[src/inc/two_wire_map.svh]
// bit positions, mode codes and reset values of the two-wire slave port
// assumes: included by bare name wherever these constants are needed
`ifndef TWO_WIRE_MAP_SVH
`define TWO_WIRE_MAP_SVH

// control byte fields
`define CTL_OVF_BIT   6
`define CTL_EN_BIT    5
`define CTL_REL_BIT   4
`define CTL_MODE_HI   3
`define CTL_MODE_LO   0
`define CTL_RESET     8'h00

// status byte fields
`define STS_DATA_BIT  5
`define STS_STOP_BIT  4
`define STS_START_BIT 3
`define STS_READ_BIT  2
`define STS_UA_BIT    1
`define STS_BF_BIT    0

// mode select codes
`define MODE_SLV7     4'h6
`define MODE_SLV10    4'h7
`define MODE_SLV7_SP  4'he
`define MODE_SLV10_SP 4'hf
`define MODE_FW_MST   4'hb

// bits per byte on the wire
`define BYTE_LAST_BIT 4'h8
`define OWN_ADDR_RST  8'h00

`endif

[src/inc/two_wire_pkg.sv]
// types shared by the two-wire slave port files
// assumes: compiled before any design file
package two_wire_pkg;

  // slave sequencer states
  typedef enum logic [2:0]
  {
    ST_IDLE = 3'b000,
    ST_RECV = 3'b001,
    ST_ACK  = 3'b010,
    ST_SEND = 3'b011,
    ST_SACK = 3'b100
  } slave_state_e;

  // which byte of the address is expected
  typedef enum logic [1:0]
  {
    PH_HIGH = 2'b00,
    PH_LOW  = 2'b01,
    PH_DATA = 2'b10
  } addr_phase_e;

endpackage : two_wire_pkg

[src/design/address_matcher.sv]
// compares a shifted byte against the own address register
// assumes: inputs are stable flops on ref_clk; output is combinational
`timescale 1ns/10ps
`default_nettype none

module address_matcher
(
  // byte and address
  input  wire logic [7:0] shift_byte,
  input  wire logic [7:0] own_addr,
  // match results
  output logic            high_match,
  output logic            low_match
);

  // compares the upper seven bits, or all eight
  function automatic logic bits_equal(input logic [7:0] a,
                                      input logic [7:0] b,
                                      input logic       full);
    bits_equal = (a[7:1] == b[7:1]) && (!full || (a[0] == b[0]));
  endfunction : bits_equal

  // shift bits 7..1 for first bytes, whole byte for the low byte
  assign high_match = bits_equal(shift_byte, own_addr, 1'b0);
  assign low_match  = bits_equal(shift_byte, own_addr, 1'b1);

endmodule : address_matcher

`default_nettype wire

[src/design/bus_sampler.sv]
// synchronises the two bus pins and finds clock edges, start and stop
// assumes: pins are asynchronous to ref_clk and far slower than it
`timescale 1ns/10ps
`default_nettype none

module bus_sampler
(
  // clock and reset
  input  wire logic ref_clk,
  input  wire logic nrst,
  // raw pin levels
  input  wire logic scl_pin,
  input  wire logic sda_pin,
  // sampled levels and events
  output logic      scl_s,
  output logic      sda_s,
  output logic      scl_rise,
  output logic      scl_fall,
  output logic      start_det,
  output logic      stop_det
);

  logic [1:0] scl_meta_reg;
  logic [1:0] sda_meta_reg;
  logic       scl_old_reg;
  logic       sda_old_reg;
  logic [1:0] scl_meta_next;
  logic [1:0] sda_meta_next;

  // ****************************************
  // two-stage synchronisers, idle level high
  // ****************************************
  always_comb
  begin
    scl_meta_next = {scl_meta_reg[0], scl_pin};
    sda_meta_next = {sda_meta_reg[0], sda_pin};
  end

  always_ff @(posedge ref_clk)
  begin
    if (!nrst)
    begin
      scl_meta_reg <= 2'h3;
      sda_meta_reg <= 2'h3;
      scl_old_reg  <= 1'b1;
      sda_old_reg  <= 1'b1;
    end
    else
    begin
      scl_meta_reg <= scl_meta_next;
      sda_meta_reg <= sda_meta_next;
      scl_old_reg  <= scl_meta_reg[1];
      sda_old_reg  <= sda_meta_reg[1];
    end
  end

  // edge and condition decode from the second stage only
  assign scl_s     = scl_meta_reg[1];
  assign sda_s     = sda_meta_reg[1];
  assign scl_rise  = scl_meta_reg[1] & ~scl_old_reg;
  assign scl_fall  = ~scl_meta_reg[1] & scl_old_reg;
  assign start_det = scl_meta_reg[1] & scl_old_reg &
                     ~sda_meta_reg[1] & sda_old_reg;
  assign stop_det  = scl_meta_reg[1] & scl_old_reg &
                     sda_meta_reg[1] & ~sda_old_reg;

endmodule : bus_sampler

`default_nettype wire

[src/design/two_wire_slave_port.sv]
// two-wire serial slave port with firmware master support
// assumes: pins resolved open-drain outside; software ports on ref_clk
//
// Functional notes
// - acknowledge every accepted received byte
// - release data after master withholds acknowledge
// - hold clock low to delay next byte
// - stretch on transmit; on receive if release clear
// - lost arbitration turns off firmware data drive
// - slave keeps receiving after lost arbitration
// - held clock low period, wait for rise
// - act only after the clock line rises
// - seven and ten bit address, start stop flags
// - run only when enabled; mode field selects
// - open-drain pins, override when slave drives
// - status is read-only view of state
// - full byte copied to buffer, flag raised
// - byte while full sets overflow, discarded
// - accepted byte buffered and acknowledged at the same eighth fall
// - full or overflow: no ack, flag still set
// - buffer read clears full; overflow software cleared
// - sample on rise, match on eighth fall
// - shift transmit bits on falling clock edges
// - firmware master mode keeps slave idle
`timescale 1ns/10ps
`default_nettype none
`include "two_wire_map.svh"

module two_wire_slave_port
(
  // clock and reset
  input  wire logic       ref_clk,
  input  wire logic       nrst,
  // bus pins, oe low means pulled low
  input  wire logic       scl_in,
  output logic            scl_out,
  output logic            scl_oe_n,
  input  wire logic       sda_in,
  output logic            sda_out,
  output logic            sda_oe_n,
  // firmware pin direction, 0 drives low (bit1 data, bit0 clock)
  input  wire logic [1:0] pin_direction_bits,
  // control byte
  input  wire logic       ctrl_we,
  input  wire logic [7:0] ctrl_wdata,
  output logic      [7:0] serial_port_control,
  // status byte
  output logic      [7:0] serial_port_status,
  // transfer buffer
  input  wire logic       buf_we,
  input  wire logic [7:0] buf_wdata,
  input  wire logic       buf_re,
  output logic      [7:0] transfer_buffer,
  // own address
  input  wire logic       addr_we,
  input  wire logic [7:0] addr_wdata,
  output logic      [7:0] own_address_register,
  // flags
  input  wire logic       flag_clr,
  output logic            port_interrupt_flag,
  output logic            arb_lost
);

  logic scl_s, sda_s, scl_rise, scl_fall, start_det, stop_det;
  logic high_match, low_match;

  two_wire_pkg::slave_state_e state_reg, state_next;
  two_wire_pkg::addr_phase_e  phase_reg, phase_next;
  logic [7:0] shift_reg, shift_next, buf_reg, buf_next;
  logic [7:0] ctl_reg, ctl_next, own_reg, own_next;
  logic [3:0] cnt_reg, cnt_next;
  logic       bf_reg, bf_next, irq_reg, irq_next, ua_reg, ua_next;
  logic       st_reg, st_next, sp_reg, sp_next, rd_reg, rd_next;
  logic       da_reg, da_next, hold_reg, hold_next, ackd_reg, ackd_next;
  logic       ten_reg, ten_next, mack_reg, mack_next;
  logic       own_fw_reg, own_fw_next, lost_reg, lost_next;
  logic       en, ten_mode, sp_int, slave_on, match, accept, byte_end;
  logic       slave_sda_low, fw_sda, fw_scl;

  // ****************************************
  // submodules
  // ****************************************
  bus_sampler u_sampler
  (
    .ref_clk   (ref_clk),
    .nrst      (nrst),
    .scl_pin   (scl_in),
    .sda_pin   (sda_in),
    .scl_s     (scl_s),
    .sda_s     (sda_s),
    .scl_rise  (scl_rise),
    .scl_fall  (scl_fall),
    .start_det (start_det),
    .stop_det  (stop_det)
  );

  address_matcher u_matcher
  (
    .shift_byte (shift_reg),
    .own_addr   (own_reg),
    .high_match (high_match),
    .low_match  (low_match)
  );

  // ****************************************
  // mode decode
  // ****************************************
  always_comb
  begin
    en       = ctl_reg[`CTL_EN_BIT];
    ten_mode = (ctl_reg[3:0] == `MODE_SLV10) ||
               (ctl_reg[3:0] == `MODE_SLV10_SP);
    sp_int   = (ctl_reg[3:0] == `MODE_SLV7_SP) ||
               (ctl_reg[3:0] == `MODE_SLV10_SP) ||
               (ctl_reg[3:0] == `MODE_FW_MST);
    slave_on = en && (ctl_reg[3:0] == `MODE_SLV7 || ten_mode ||
               ctl_reg[3:0] == `MODE_SLV7_SP);
  end

  // address or data byte acceptance at the eighth fall
  always_comb
  begin
    byte_end = (state_reg == two_wire_pkg::ST_RECV) && scl_fall &&
               (cnt_reg == `BYTE_LAST_BIT);
    case (phase_reg)
      two_wire_pkg::PH_HIGH:
        match = high_match && (!ten_mode || ten_reg || !shift_reg[0]);
      two_wire_pkg::PH_LOW:  match = low_match;
      default:               match = 1'b1;
    endcase
    accept = match && !bf_reg && !ctl_reg[`CTL_OVF_BIT];
  end

  // ****************************************
  // slave sequencer and software registers
  // ****************************************
  always_comb
  begin
    state_next  = state_reg;
    phase_next  = phase_reg;
    shift_next  = shift_reg;
    buf_next    = buf_reg;
    ctl_next    = ctl_reg;
    own_next    = own_reg;
    cnt_next    = cnt_reg;
    bf_next     = bf_reg;
    irq_next    = irq_reg;
    ua_next     = ua_reg;
    st_next     = st_reg;
    sp_next     = sp_reg;
    rd_next     = rd_reg;
    da_next     = da_reg;
    hold_next   = hold_reg;
    ackd_next   = ackd_reg;
    ten_next    = ten_reg;
    mack_next   = mack_reg;
    own_fw_next = own_fw_reg;
    lost_next   = lost_reg;
    // software side; hardware sets below win over these clears
    if (ctrl_we)
      ctl_next = ctrl_wdata;
    if (flag_clr)
      irq_next = 1'b0;
    if (buf_re)
      bf_next = 1'b0;
    if (addr_we)
    begin
      own_next = addr_wdata;
      ua_next  = 1'b0;
    end
    if (buf_we)
    begin
      buf_next = buf_wdata;
      if (state_reg != two_wire_pkg::ST_RECV)
        shift_next = buf_wdata;
    end
    // firmware master ownership and arbitration watch
    if (en && !pin_direction_bits[0])
      own_fw_next = 1'b1;
    if (scl_rise && own_fw_reg && pin_direction_bits[1] &&
        !slave_sda_low && !sda_s)
      lost_next = 1'b1;
    // clock stretch release once software is ready
    if (hold_reg && ctl_next[`CTL_REL_BIT] && !ua_next)
      hold_next = 1'b0;
    // bus sequencing
    if (!en)
    begin
      state_next  = two_wire_pkg::ST_IDLE;
      st_next     = 1'b0;
      sp_next     = 1'b0;
      hold_next   = 1'b0;
      ackd_next   = 1'b0;
      rd_next     = 1'b0;
      own_fw_next = 1'b0;
      lost_next   = 1'b0;
    end
    else if (stop_det)
    begin
      state_next  = two_wire_pkg::ST_IDLE;
      sp_next     = 1'b1;
      st_next     = 1'b0;
      ten_next    = 1'b0;
      hold_next   = 1'b0;
      ackd_next   = 1'b0;
      own_fw_next = 1'b0;
      lost_next   = 1'b0;
      if (sp_int)
        irq_next = 1'b1;
    end
    else if (start_det)
    begin
      st_next    = 1'b1;
      sp_next    = 1'b0;
      ackd_next  = 1'b0;
      hold_next  = 1'b0;
      phase_next = two_wire_pkg::PH_HIGH;
      cnt_next   = 4'h0;
      if (sp_int)
        irq_next = 1'b1;
      if (slave_on)
        state_next = two_wire_pkg::ST_RECV;
    end
    else
    begin
      case (state_reg)
        two_wire_pkg::ST_RECV:
        begin
          if (scl_rise)
          begin
            shift_next = {shift_reg[6:0], sda_s};
            cnt_next   = cnt_reg + 4'h1;
          end
          if (byte_end && !match)
            state_next = two_wire_pkg::ST_IDLE;
          else if (byte_end)
          begin
            state_next = two_wire_pkg::ST_ACK;
            da_next    = (phase_reg == two_wire_pkg::PH_DATA);
            if (accept)
            begin
              buf_next  = shift_reg;
              bf_next   = 1'b1;
              ackd_next = 1'b1;
            end
            else if (bf_reg)
              ctl_next[`CTL_OVF_BIT] = 1'b1;
            if (accept && phase_reg == two_wire_pkg::PH_HIGH)
            begin
              rd_next = shift_reg[0];
              if (ten_mode && !ten_reg)
              begin
                ua_next    = 1'b1;
                phase_next = two_wire_pkg::PH_LOW;
              end
              else
                phase_next = two_wire_pkg::PH_DATA;
            end
            else if (accept && phase_reg == two_wire_pkg::PH_LOW)
            begin
              ua_next    = 1'b1;
              ten_next   = 1'b1;
              phase_next = two_wire_pkg::PH_DATA;
            end
          end
        end
        two_wire_pkg::ST_ACK:
        begin
          if (scl_fall)
          begin
            ackd_next = 1'b0;
            irq_next  = 1'b1;
            cnt_next  = 4'h0;
            if (!ackd_reg)
              state_next = two_wire_pkg::ST_IDLE;
            else if (rd_reg && phase_reg == two_wire_pkg::PH_DATA)
            begin
              state_next              = two_wire_pkg::ST_SEND;
              ctl_next[`CTL_REL_BIT]  = 1'b0;
              hold_next               = 1'b1;
            end
            else
            begin
              state_next = two_wire_pkg::ST_RECV;
              hold_next  = ua_next || !ctl_next[`CTL_REL_BIT];
            end
          end
        end
        two_wire_pkg::ST_SEND:
        begin
          if (scl_fall && !hold_reg)
          begin
            if (cnt_reg == 4'h7)
              state_next = two_wire_pkg::ST_SACK;
            else
            begin
              shift_next = {shift_reg[6:0], 1'b0};
              cnt_next   = cnt_reg + 4'h1;
            end
          end
        end
        two_wire_pkg::ST_SACK:
        begin
          if (scl_rise)
            mack_next = !sda_s;
          if (scl_fall)
          begin
            irq_next = 1'b1;
            cnt_next = 4'h0;
            if (mack_reg)
            begin
              state_next             = two_wire_pkg::ST_SEND;
              ctl_next[`CTL_REL_BIT] = 1'b0;
              hold_next              = 1'b1;
            end
            else
            begin
              state_next = two_wire_pkg::ST_IDLE;
              rd_next    = 1'b0;
              da_next    = 1'b0;
            end
          end
        end
        default: ;
      endcase
    end
  end

  always_ff @(posedge ref_clk)
  begin
    if (!nrst)
    begin
      state_reg  <= two_wire_pkg::ST_IDLE;
      phase_reg  <= two_wire_pkg::PH_HIGH;
      shift_reg  <= 8'h00;
      buf_reg    <= 8'h00;
      ctl_reg    <= `CTL_RESET;
      own_reg    <= `OWN_ADDR_RST;
      cnt_reg    <= 4'h0;
      bf_reg     <= 1'b0;
      irq_reg    <= 1'b0;
      ua_reg     <= 1'b0;
      st_reg     <= 1'b0;
      sp_reg     <= 1'b0;
      rd_reg     <= 1'b0;
      da_reg     <= 1'b0;
      hold_reg   <= 1'b0;
      ackd_reg   <= 1'b0;
      ten_reg    <= 1'b0;
      mack_reg   <= 1'b0;
      own_fw_reg <= 1'b0;
      lost_reg   <= 1'b0;
    end
    else
    begin
      state_reg  <= state_next;
      phase_reg  <= phase_next;
      shift_reg  <= shift_next;
      buf_reg    <= buf_next;
      ctl_reg    <= ctl_next;
      own_reg    <= own_next;
      cnt_reg    <= cnt_next;
      bf_reg     <= bf_next;
      irq_reg    <= irq_next;
      ua_reg     <= ua_next;
      st_reg     <= st_next;
      sp_reg     <= sp_next;
      rd_reg     <= rd_next;
      da_reg     <= da_next;
      hold_reg   <= hold_next;
      ackd_reg   <= ackd_next;
      ten_reg    <= ten_next;
      mack_reg   <= mack_next;
      own_fw_reg <= own_fw_next;
      lost_reg   <= lost_next;
    end
  end

  // ****************************************
  // open-drain pin drive and read-back
  // ****************************************
  always_comb
  begin
    slave_sda_low = ackd_reg || (state_reg == two_wire_pkg::ST_SEND &&
                    !shift_reg[7]);
    fw_sda        = !pin_direction_bits[1] && !lost_reg;
    fw_scl        = !pin_direction_bits[0];
  end

  assign scl_out  = 1'b0;
  assign sda_out  = 1'b0;
  assign scl_oe_n = !(en && (hold_reg || fw_scl));
  assign sda_oe_n = !(en && (slave_sda_low || fw_sda));
  assign serial_port_control  = ctl_reg;
  assign serial_port_status   = {2'b00, da_reg, sp_reg, st_reg, rd_reg,
                                 ua_reg, bf_reg};
  assign transfer_buffer      = buf_reg;
  assign own_address_register = own_reg;
  assign port_interrupt_flag  = irq_reg;
  assign arb_lost             = lost_reg;
endmodule : two_wire_slave_port

`default_nettype wire

[config.mk]
export PLATFORM = sky130hd
export DESIGN_NAME = two_wire_slave_port
export DESIGN_NICKNAME = d
export VERILOG_FILES = /design/src/inc/two_wire_pkg.sv /design/src/design/address_matcher.sv /design/src/design/bus_sampler.sv /design/src/design/two_wire_slave_port.sv
export VERILOG_INCLUDE_DIRS = /design/src /design/src/inc
export SDC_FILE = /design/constraint.sdc
export NUM_CORES = 1
export LEC_CHECK = 0
export BUFFER_PORTS_ARGS = -buffer_cell sky130_fd_sc_hd__buf_2
export CORE_UTILIZATION = 58
export DETAILED_ROUTE_END_ITERATION = 8
export PLACE_DENSITY = 0.94
export SYNTH_ARGS = -nofsm -noshare
export SYNTH_HDL_FRONTEND = slang
export SYNTH_HIERARCHICAL = 1
export SYNTH_SLANG_ARGS = --single-unit
[constraint.sdc]
create_clock -name ref_clk -period 7.2 [get_ports ref_clk]
set_input_delay 1.44 -clock ref_clk [delete_from_list [all_inputs] [get_ports ref_clk]]
set_output_delay 1.44 -clock ref_clk [all_outputs]
set_load 0.005 [all_outputs]
==> results.ini, run 1 <==
[outcome]
run_status=complete, no violations

[critical_path]
worst_path_most_repeated_cell=buf_2
timing.reg2reg.worst_path_depth=6
r2r_start=u_sampler/scl_old_reg$_SDFF_PN1_
cp-startpoint=pin_direction_bits[1]
cpMaxStageDelayCell=buf_2
setup.reg_to_reg.worst_slack_ns=4.44
start_kind=primary input
crit_arrival_ns=1.86
max_stage_delay_ns=0.16
worst-endpoint-required_ns=5.76
critPathKind=in2out
critical_path.endpoint=sda_oe_n
worstPathCellList=buf_2 -> nor2_1 -> o21ai_0 -> buf_2
path_max_fanout=2
critical_path.reg2reg.endpoint=transfer_buffer[5]$_SDFF_PN0_
crit_path_end_kind=output port

[logic_synthesis]
syn-mean-instance-area_um2=8.41
synth_cell_types=55
synth_cells=363
mappedNetlistArea_mm2=0.00305
synth_compound_gate_area_share_pct=14.8
main_combinational_cell_family_by_area_after_synthesis=simple AND/OR/NAND/NOR gates
synth_flop_cell=dfxtp_1
synth_fa_ha_area_share_pct=0.820
synth_enable_flop_cells=0
area_fraction_in_and_or_nand_and_nor_cells_after_synthesis_pct=25.9
yosys_warnings=6
yosysSeqAreaShare_pct=39.3
synth.area.mux_share_pct=9.88
synth-xor-area-share_pct=2.30
synthesized_flop_and_latch_total=60
synth-async-reset-ratio_pct=0

[final_layout]
layout.cells.most_common_list=68 x buf_2, 60 x dfxtp_1, 53 x nor2_1, 31 x nand2_1, 29 x mux2i_1
finalInstanceArea_mm2=0.00351
num_antenna_cells=0
layout_commonest_cell=buf_2
num-nets-final=450
area_growth_syn_to_layout_pct=15.0
final_layout_size_suffix_gt1_share_pct=21.8
fillers=404

[clocking]
tritoncts=built
post_cts_buffers=0
hold_buffers=0
clock-root-buffer=clkbuf_8
clock-sinks=60
clock_insertion_delay_worst_skew_ns=0.34
post_cts.resized_instances=0
cts_buffer_depth=2
clk_pin_slew_ns=0.06
numCtsBuffers=9
clock_tree.htree_level_count=3

[global_route]
number_of_antenna_violations_at_the_first_check_in_global_routing=0
grtUsageMet2_pct=44.5
grt_usage_pct=27.4
global_route.usage.met1_pct=33.1
vias_in_the_first_global_route=2536
grt_pass1_wl_um=11500
global_route.usage.met3_pct=6.37
grt_max_degree=41
grt-busiest-layer=met2
grt-ovfl-total=0

[sta]
slew_violations=0
timing.clock.skew_ns=0.00618
final_period_utilization_pct=45.8
hold_viol_final=0
tightest_slew_ns=1.16
finalWorstPathRequiredPeriod_ns=3.30
max-slew-margin-rel_pct=22.7
setup_viol_count_final=0
totalNegativeSetupSlack_ns=0
setup_repair_after_global_routing_missed_its_margin=false
max_clock_freq_mhz=303

[routing]
detail-route-antenna-nets=0
drt-total-wl_um=7270
drtIter0Drc=279
routed_via_count=2837
detailedRoute.firstPassIterationCount=6
drc=0
route.detailed.vias_per_inst=5.83
routedWlPerCell_um=14.9

[floorplan]
core_area_mm2=0.00507
initial_utilization_pct=60.2
rows=26
ioPinCount=73
die_y_um=74.6
dieArea_mm2=0.00556
dieWidth_um=74.6

[power]
power.ir.vdd_worst_mv=0.165
cellLeakagePower_nw=1.52
power-per-cell-area_mw_per_mm2=206

[min_path]
hold_path_class=reg2reg
min_delay_path_depth=1

[placement]
portBuffers=68
detailed_place_hpwl_um=5200
postPlaceCellArea_mm2=0.00332
gp_congestion=0.917

[flow_run]
maxCapViolCount=0

[worst min path at each step]
stage | start | end | slack (ns)
after global placement | u_sampler/scl_meta_reg[0]$_SDFF_PN1_ | u_sampler/scl_meta_reg[1]$_SDFF_PN1_ | 0.39
after CTS | u_sampler/sda_meta_reg[0]$_SDFF_PN1_ | u_sampler/sda_meta_reg[1]$_SDFF_PN1_ | 0.41
final | u_sampler/sda_meta_reg[0]$_SDFF_PN1_ | u_sampler/sda_meta_reg[1]$_SDFF_PN1_ | 0.40
after global routing | u_sampler/scl_meta_reg[0]$_SDFF_PN1_ | u_sampler/scl_meta_reg[1]$_SDFF_PN1_ | 0.45
after detailed placement | u_sampler/sda_meta_reg[0]$_SDFF_PN1_ | u_sampler/sda_meta_reg[1]$_SDFF_PN1_ | 0.39
after floorplan | u_sampler/scl_meta_reg[0]$_SDFF_PN1_ | u_sampler/scl_meta_reg[1]$_SDFF_PN1_ | 0.39
[metal layers]
metal | part of all wire (%) | wire [µm]
met5 | 0 | 0
met4 | 2.4 | 172
met3 | 7.3 | 531
met2 | 49 | 3550
met1 | 41 | 3010
[metrics by stage]
stage | hold slack (ns) | setup WS [ns] | power [mW] | utilization, % | cells
after detailed placement | 0.392 | 3.90 | 0.432 | 65.5 | 472
after global placement | 0.391 | 3.92 | 0.430 | 65.5 | 472
after CTS | 0.407 | 3.90 | 0.725 | 69.2 | 487
final | 0.404 | 3.90 | 0.722 | 69.2 | 487
after global routing | 0.451 | 3.88 | 0.749 | 69.2 | 487
after floorplan | 0.386 | 4.12 | 0.406 | - | 366
[power by group]
part           leakage (nW)  switching (mW)  internal, mW
Clock                0.0979           0.131         0.165
Combinational         0.929          0.0368        0.0327
Sequential            0.491          0.0124         0.344
Total                  1.52           0.180         0.542
[kinds of logic (layout without fill, tap and decap cells)]
| kind of cell | count (synthesis) | count (layout) |
|---|---|---|
| other cells | 1 | 4 |
| buf+inv | 43 | 94 |
| flops | 60 | 60 |
| mux | 30 | 30 |
| simple gates | 156 | 156 |
| fa+ha+maj | 2 | 2 |
| xor+xnor | 8 | 8 |
| compound gates | 63 | 63 |
[worst max-delay path, delay by kind of cell]
family | cells | cell delay, ns
buf+inv | 2 | 0.26
simple gates | 1 | 0.08
compound gates | 1 | 0.08
[cell type report]
cell class | instances | area, µm² | share of cell area (%)
clock inverters | 5 | 52.6 | 1.50
repair buffers | 68 | 340 | 9.69
flip-flops and latches | 60 | 1200 | 34.2
clock buffers | 10 | 138 | 3.92
well taps | 70 | 87.6 | 2.49
multi-input cells | 263 | 1650 | 47.0
inverters | 11 | 41.3 | 1.18
[synth_stat cells, types with 2 or more instances]
master / count / area share, %
o31ai_1: 3 / 0.74
clkbuf_1: 17 / 2.1
dfxtp_1: 60 / 39
a21o_1: 3 / 0.74
buf_1: 2 / 0.25
buf_4: 11 / 2.7
nand4b_1: 5 / 1.4
mux2i_1: 29 / 9.5
a21oi_1: 13 / 2.1
xor2_1: 2 / 0.57
o211a_1: 2 / 0.66
a211oi_1: 11 / 2.7
o22ai_1: 3 / 0.61
nand3b_1: 2 / 0.49
nand2_1: 31 / 3.8
or3_1: 2 / 0.41
nand2b_1: 9 / 1.8
nand3_1: 18 / 3.0
nand4_1: 7 / 1.4
nor3_1: 6 / 0.98
o21ai_0: 10 / 1.6
and4b_1: 2 / 0.66
ha_1: 2 / 0.82
nor2b_1: 7 / 1.4
a311oi_1: 8 / 2.3
nor3b_1: 2 / 0.49
inv_1: 11 / 1.4
xnor2_1: 6 / 1.7
nor2_1: 53 / 6.5
Power figures use the tool's default switching activity.
==> run 2: changes to the inputs <==
--- a/config.mk
+++ b/config.mk
@@ -6,10 +6,11 @@
 export SDC_FILE = /design/constraint.sdc
 export NUM_CORES = 1
 export LEC_CHECK = 0
+export ABC_AREA = 1
 export BUFFER_PORTS_ARGS = -buffer_cell sky130_fd_sc_hd__buf_2
-export CORE_UTILIZATION = 58
+export CORE_UTILIZATION = 54
 export DETAILED_ROUTE_END_ITERATION = 8
-export PLACE_DENSITY = 0.94
+export PLACE_DENSITY = 0.89
 export SYNTH_ARGS = -nofsm -noshare
 export SYNTH_HDL_FRONTEND = slang
 export SYNTH_HIERARCHICAL = 1
==> constraint.sdc (replaced) <==
create_clock -name ref_clk -period 3.3 [get_ports ref_clk]
set_input_delay 0.66 -clock ref_clk [delete_from_list [all_inputs] [get_ports ref_clk]]
set_output_delay 0.66 -clock ref_clk [all_outputs]
set_load 0.005 [all_outputs]
==> run 2 against run 1 <==
  * Non-clock buffer count grew 1
  * Sequential power is 120% higher
  * Combinational power grew to 2.7 times the previous value
  * Critical path depth is 3 higher
  * Via count rose by 18%
==> results.ini, run 2 <==
[final_layout]
layout.cells.most_common_list=116 x nand2_1, 68 x buf_2, 65 x nor2_1, 63 x inv_1, 60 x dfxtp_1
multiInputGateArea_mm2=0.00169  ; +2.0%
num_antenna_cells=0  ; unchanged
layout.area.seq_mm2=0.00120  ; unchanged
area_growth_syn_to_layout_pct=17.5
post-route-util_pct=65.7  ; -3.5 points
fillers=510  ; +26%
num-nets-final=593  ; +32%
finalInstanceArea_mm2=0.00386  ; +10%
layout_commonest_cell=nand2_1
final_layout_size_suffix_gt1_share_pct=21.7  ; -0.076 points

[critical_path]
crit_path_end_kind=output port
worst_path_most_repeated_cell=nor2_1
worst-endpoint-required_ns=2.64  ; -3.12 ns
critPathKind=reg2out
critical_path.n_buffers_inverters=2  ; unchanged
r2r_start=shift_reg[7]$_SDFF_PN0_
cp-startpoint=state_reg[2]$_SDFFE_PP0P_
cpMaxStageDelayCell=dfxtp_1
worstPathCellList=inv_2 -> nand3_1 -> nor2_1 -> nor2_1 -> o21ai_0 -> nand2_1 -> buf_2
path_max_fanout=4  ; +2
start_kind=flop
max_stage_delay_ns=0.40  ; +0.24 ns
kind_of_cell_adding_the_most_delay_to_the_critical_path=simple AND/OR/NAND/NOR gates
crit_arrival_ns=1.49  ; -0.37 ns

[global_route]
grt-ovfl-total=0  ; unchanged
grt_usage_pct=28.3  ; +0.92 points
grt_pass1_wl_um=14000  ; +22%
number_of_antenna_violations_at_the_first_check_in_global_routing=0  ; unchanged
vias_in_the_first_global_route=3167  ; +25%
grt_max_degree=29  ; -29%

[floorplan]
ioPinCount=73  ; unchanged
die_y_um=80.1  ; +7.4%
rows=28  ; +7.7%
dieWidth_um=80.1  ; +7.4%
dieArea_mm2=0.00641  ; +15%
initial_utilization_pct=55.9  ; -4.2 points
core_area_mm2=0.00589  ; +16%

[sta]
whs_ns=0.403  ; -0.000731 ns
setup_repair_after_global_routing_missed_its_margin=false
timing.clock.skew_ns=0.0102  ; +0.00401 ns
final_period_utilization_pct=65.2
hold_viol_final=0  ; unchanged
max-slew-margin-rel_pct=46.5  ; +24 points
setup_viol_count_final=0  ; unchanged
tightest_slew_ns=0.801  ; -0.357 ns
finalWorstPathRequiredPeriod_ns=2.15
slew_violations=0  ; unchanged
max_clock_freq_mhz=465
totalNegativeSetupSlack_ns=0  ; unchanged

[min_path]
hp-start=u_sampler/sda_meta_reg[0]$_SDFF_PN1_
hold_path_class=reg2reg

[routing]
drc=0  ; unchanged
detail-route-antenna-nets=0  ; unchanged
drt-total-wl_um=8390  ; +15%
routedWlPerCell_um=13.2  ; -12%
routed_via_count=3345  ; +18%
drtIter0Drc=276  ; -1.1%
detailedRoute.firstPassIterationCount=5  ; -1
route.detailed.vias_per_inst=5.26  ; -9.7%

[logic_synthesis]
yosysSeqAreaShare_pct=36.5  ; -2.8 points
synth_enable_flop_cells=0  ; unchanged
mappedNetlistArea_mm2=0.00329  ; +7.8%
synthesized_flop_and_latch_total=60  ; unchanged
synth-async-reset-ratio_pct=0  ; unchanged
synth_most_common_cell=nand2_1
synth_cells=492  ; +36%
post_synth_main_area_contributors=dfxtp_1 37%, nand2_1 13%, nor2_1 7.4%
synth_top_cell_area_share_pct=36.5  ; -2.8 points
syn-mean-instance-area_um2=6.69  ; -20%
netlist_top_cells_count=116 x nand2_1, 65 x nor2_1, 63 x inv_1
synth_cell_types=42  ; -24%
yosys.area.top_type=dfxtp_1
yosys_warnings=6  ; unchanged
synth_flop_cell=dfxtp_1

[clocking]
post_cts_buffers=0  ; unchanged
post_cts.resized_instances=0  ; unchanged
tritoncts=built
clock-root-buffer=clkbuf_8
hold_buffers=0  ; unchanged
numCtsBuffers=9  ; unchanged
clock_insertion_delay_worst_skew_ns=0.35  ; about the same
clock_tree.htree_level_count=3  ; unchanged
cts_buffer_depth=2  ; unchanged
clock-sinks=60  ; unchanged
clk_pin_slew_ns=0.07  ; about the same

[placement]
detailed_place_hpwl_um=6070  ; +17%
postPlaceCellArea_mm2=0.00362  ; +9.1%
gp_congestion=0.929  ; +1.2%
portBuffers=68  ; unchanged

[power]
power.ir.vdd_worst_mv=0.323  ; +95%
finalPower_mw=1.78  ; +150%
power-per-cell-area_mw_per_mm2=460  ; +120%
cellLeakagePower_nw=1.85  ; +22%

[outcome]
run_status=complete, no violations

[flow_run]
maxCapViolCount=0  ; unchanged

==> run 2: changes by cell type in the layout (fill, tap and decap cells not counted), sizes merged, moves of 4 or more <==
cell	delta
nor2b	-7
nor2	+21
o21a	+5
a21oi	+25
nand4b	-5
clkinv	+4
o21ai	+37
nand2b	-9
mux2i	-29
inv	+62
a311oi	-9
nand2	+90
a211oi	-11
xnor2	-6
==> run 2: worst paths after layout <==
check | end | slack (ns) | cells after the start
max | sda_oe_n | 1.15 | 7
min | u_sampler/sda_meta_reg[1]$_SDFF_PN1_ | 0.40 | 2
max reg2reg | transfer_buffer[5]$_SDFF_PN0_ | 1.33 | 13
min reg2reg | u_sampler/sda_meta_reg[1]$_SDFF_PN1_ | 0.40 | 2
==> run 2: metal layers <==
layer	share of wire [%]	track usage, %
met2	49	49.9
met5	0	0
met3	6.1	6.02
met1	42	32.5
met4	2.8	13.0
==> run 2: kinds of logic after synthesis <==
kind of cell | synth area share (%)
compound gates | 17.9
other cells | 0.114
simple gates | 31.6
buf+inv | 12.6
flops | 36.5
xor+xnor | 0.532
fa+ha+maj | 0.760
==> run 2: final cells by class <==
cell class | count | area share [%]
clock inverter | 6 | 2.91
timing repair buffer | 69 | 9.00
clock buffer | 10 | 3.30
sequential | 60 | 31.1
tap | 75 | 2.43
inverter | 77 | 7.67
multi-input combinational | 339 | 43.6
==> run 2: report_power, final <==
group,internal (mW),switching [mW]
clock network,0.503,0.301
logic,0.0744,0.115
registers,0.755,0.0305
total,1.33,0.447
==> run 2: stage by stage <==
stage	cells	setup WS, ns
after floorplan	495	1.66
after global placement	620	1.35
after detailed placement	620	1.26
after CTS	636	1.17
after global routing	636	1.03
final	636	1.15
==> run 2: worst min-delay path, stage by stage (launching register included) <==
cell and delay, ns:
dfxtp_1 0.31, inv_1 0.03, nand2_1 0.04
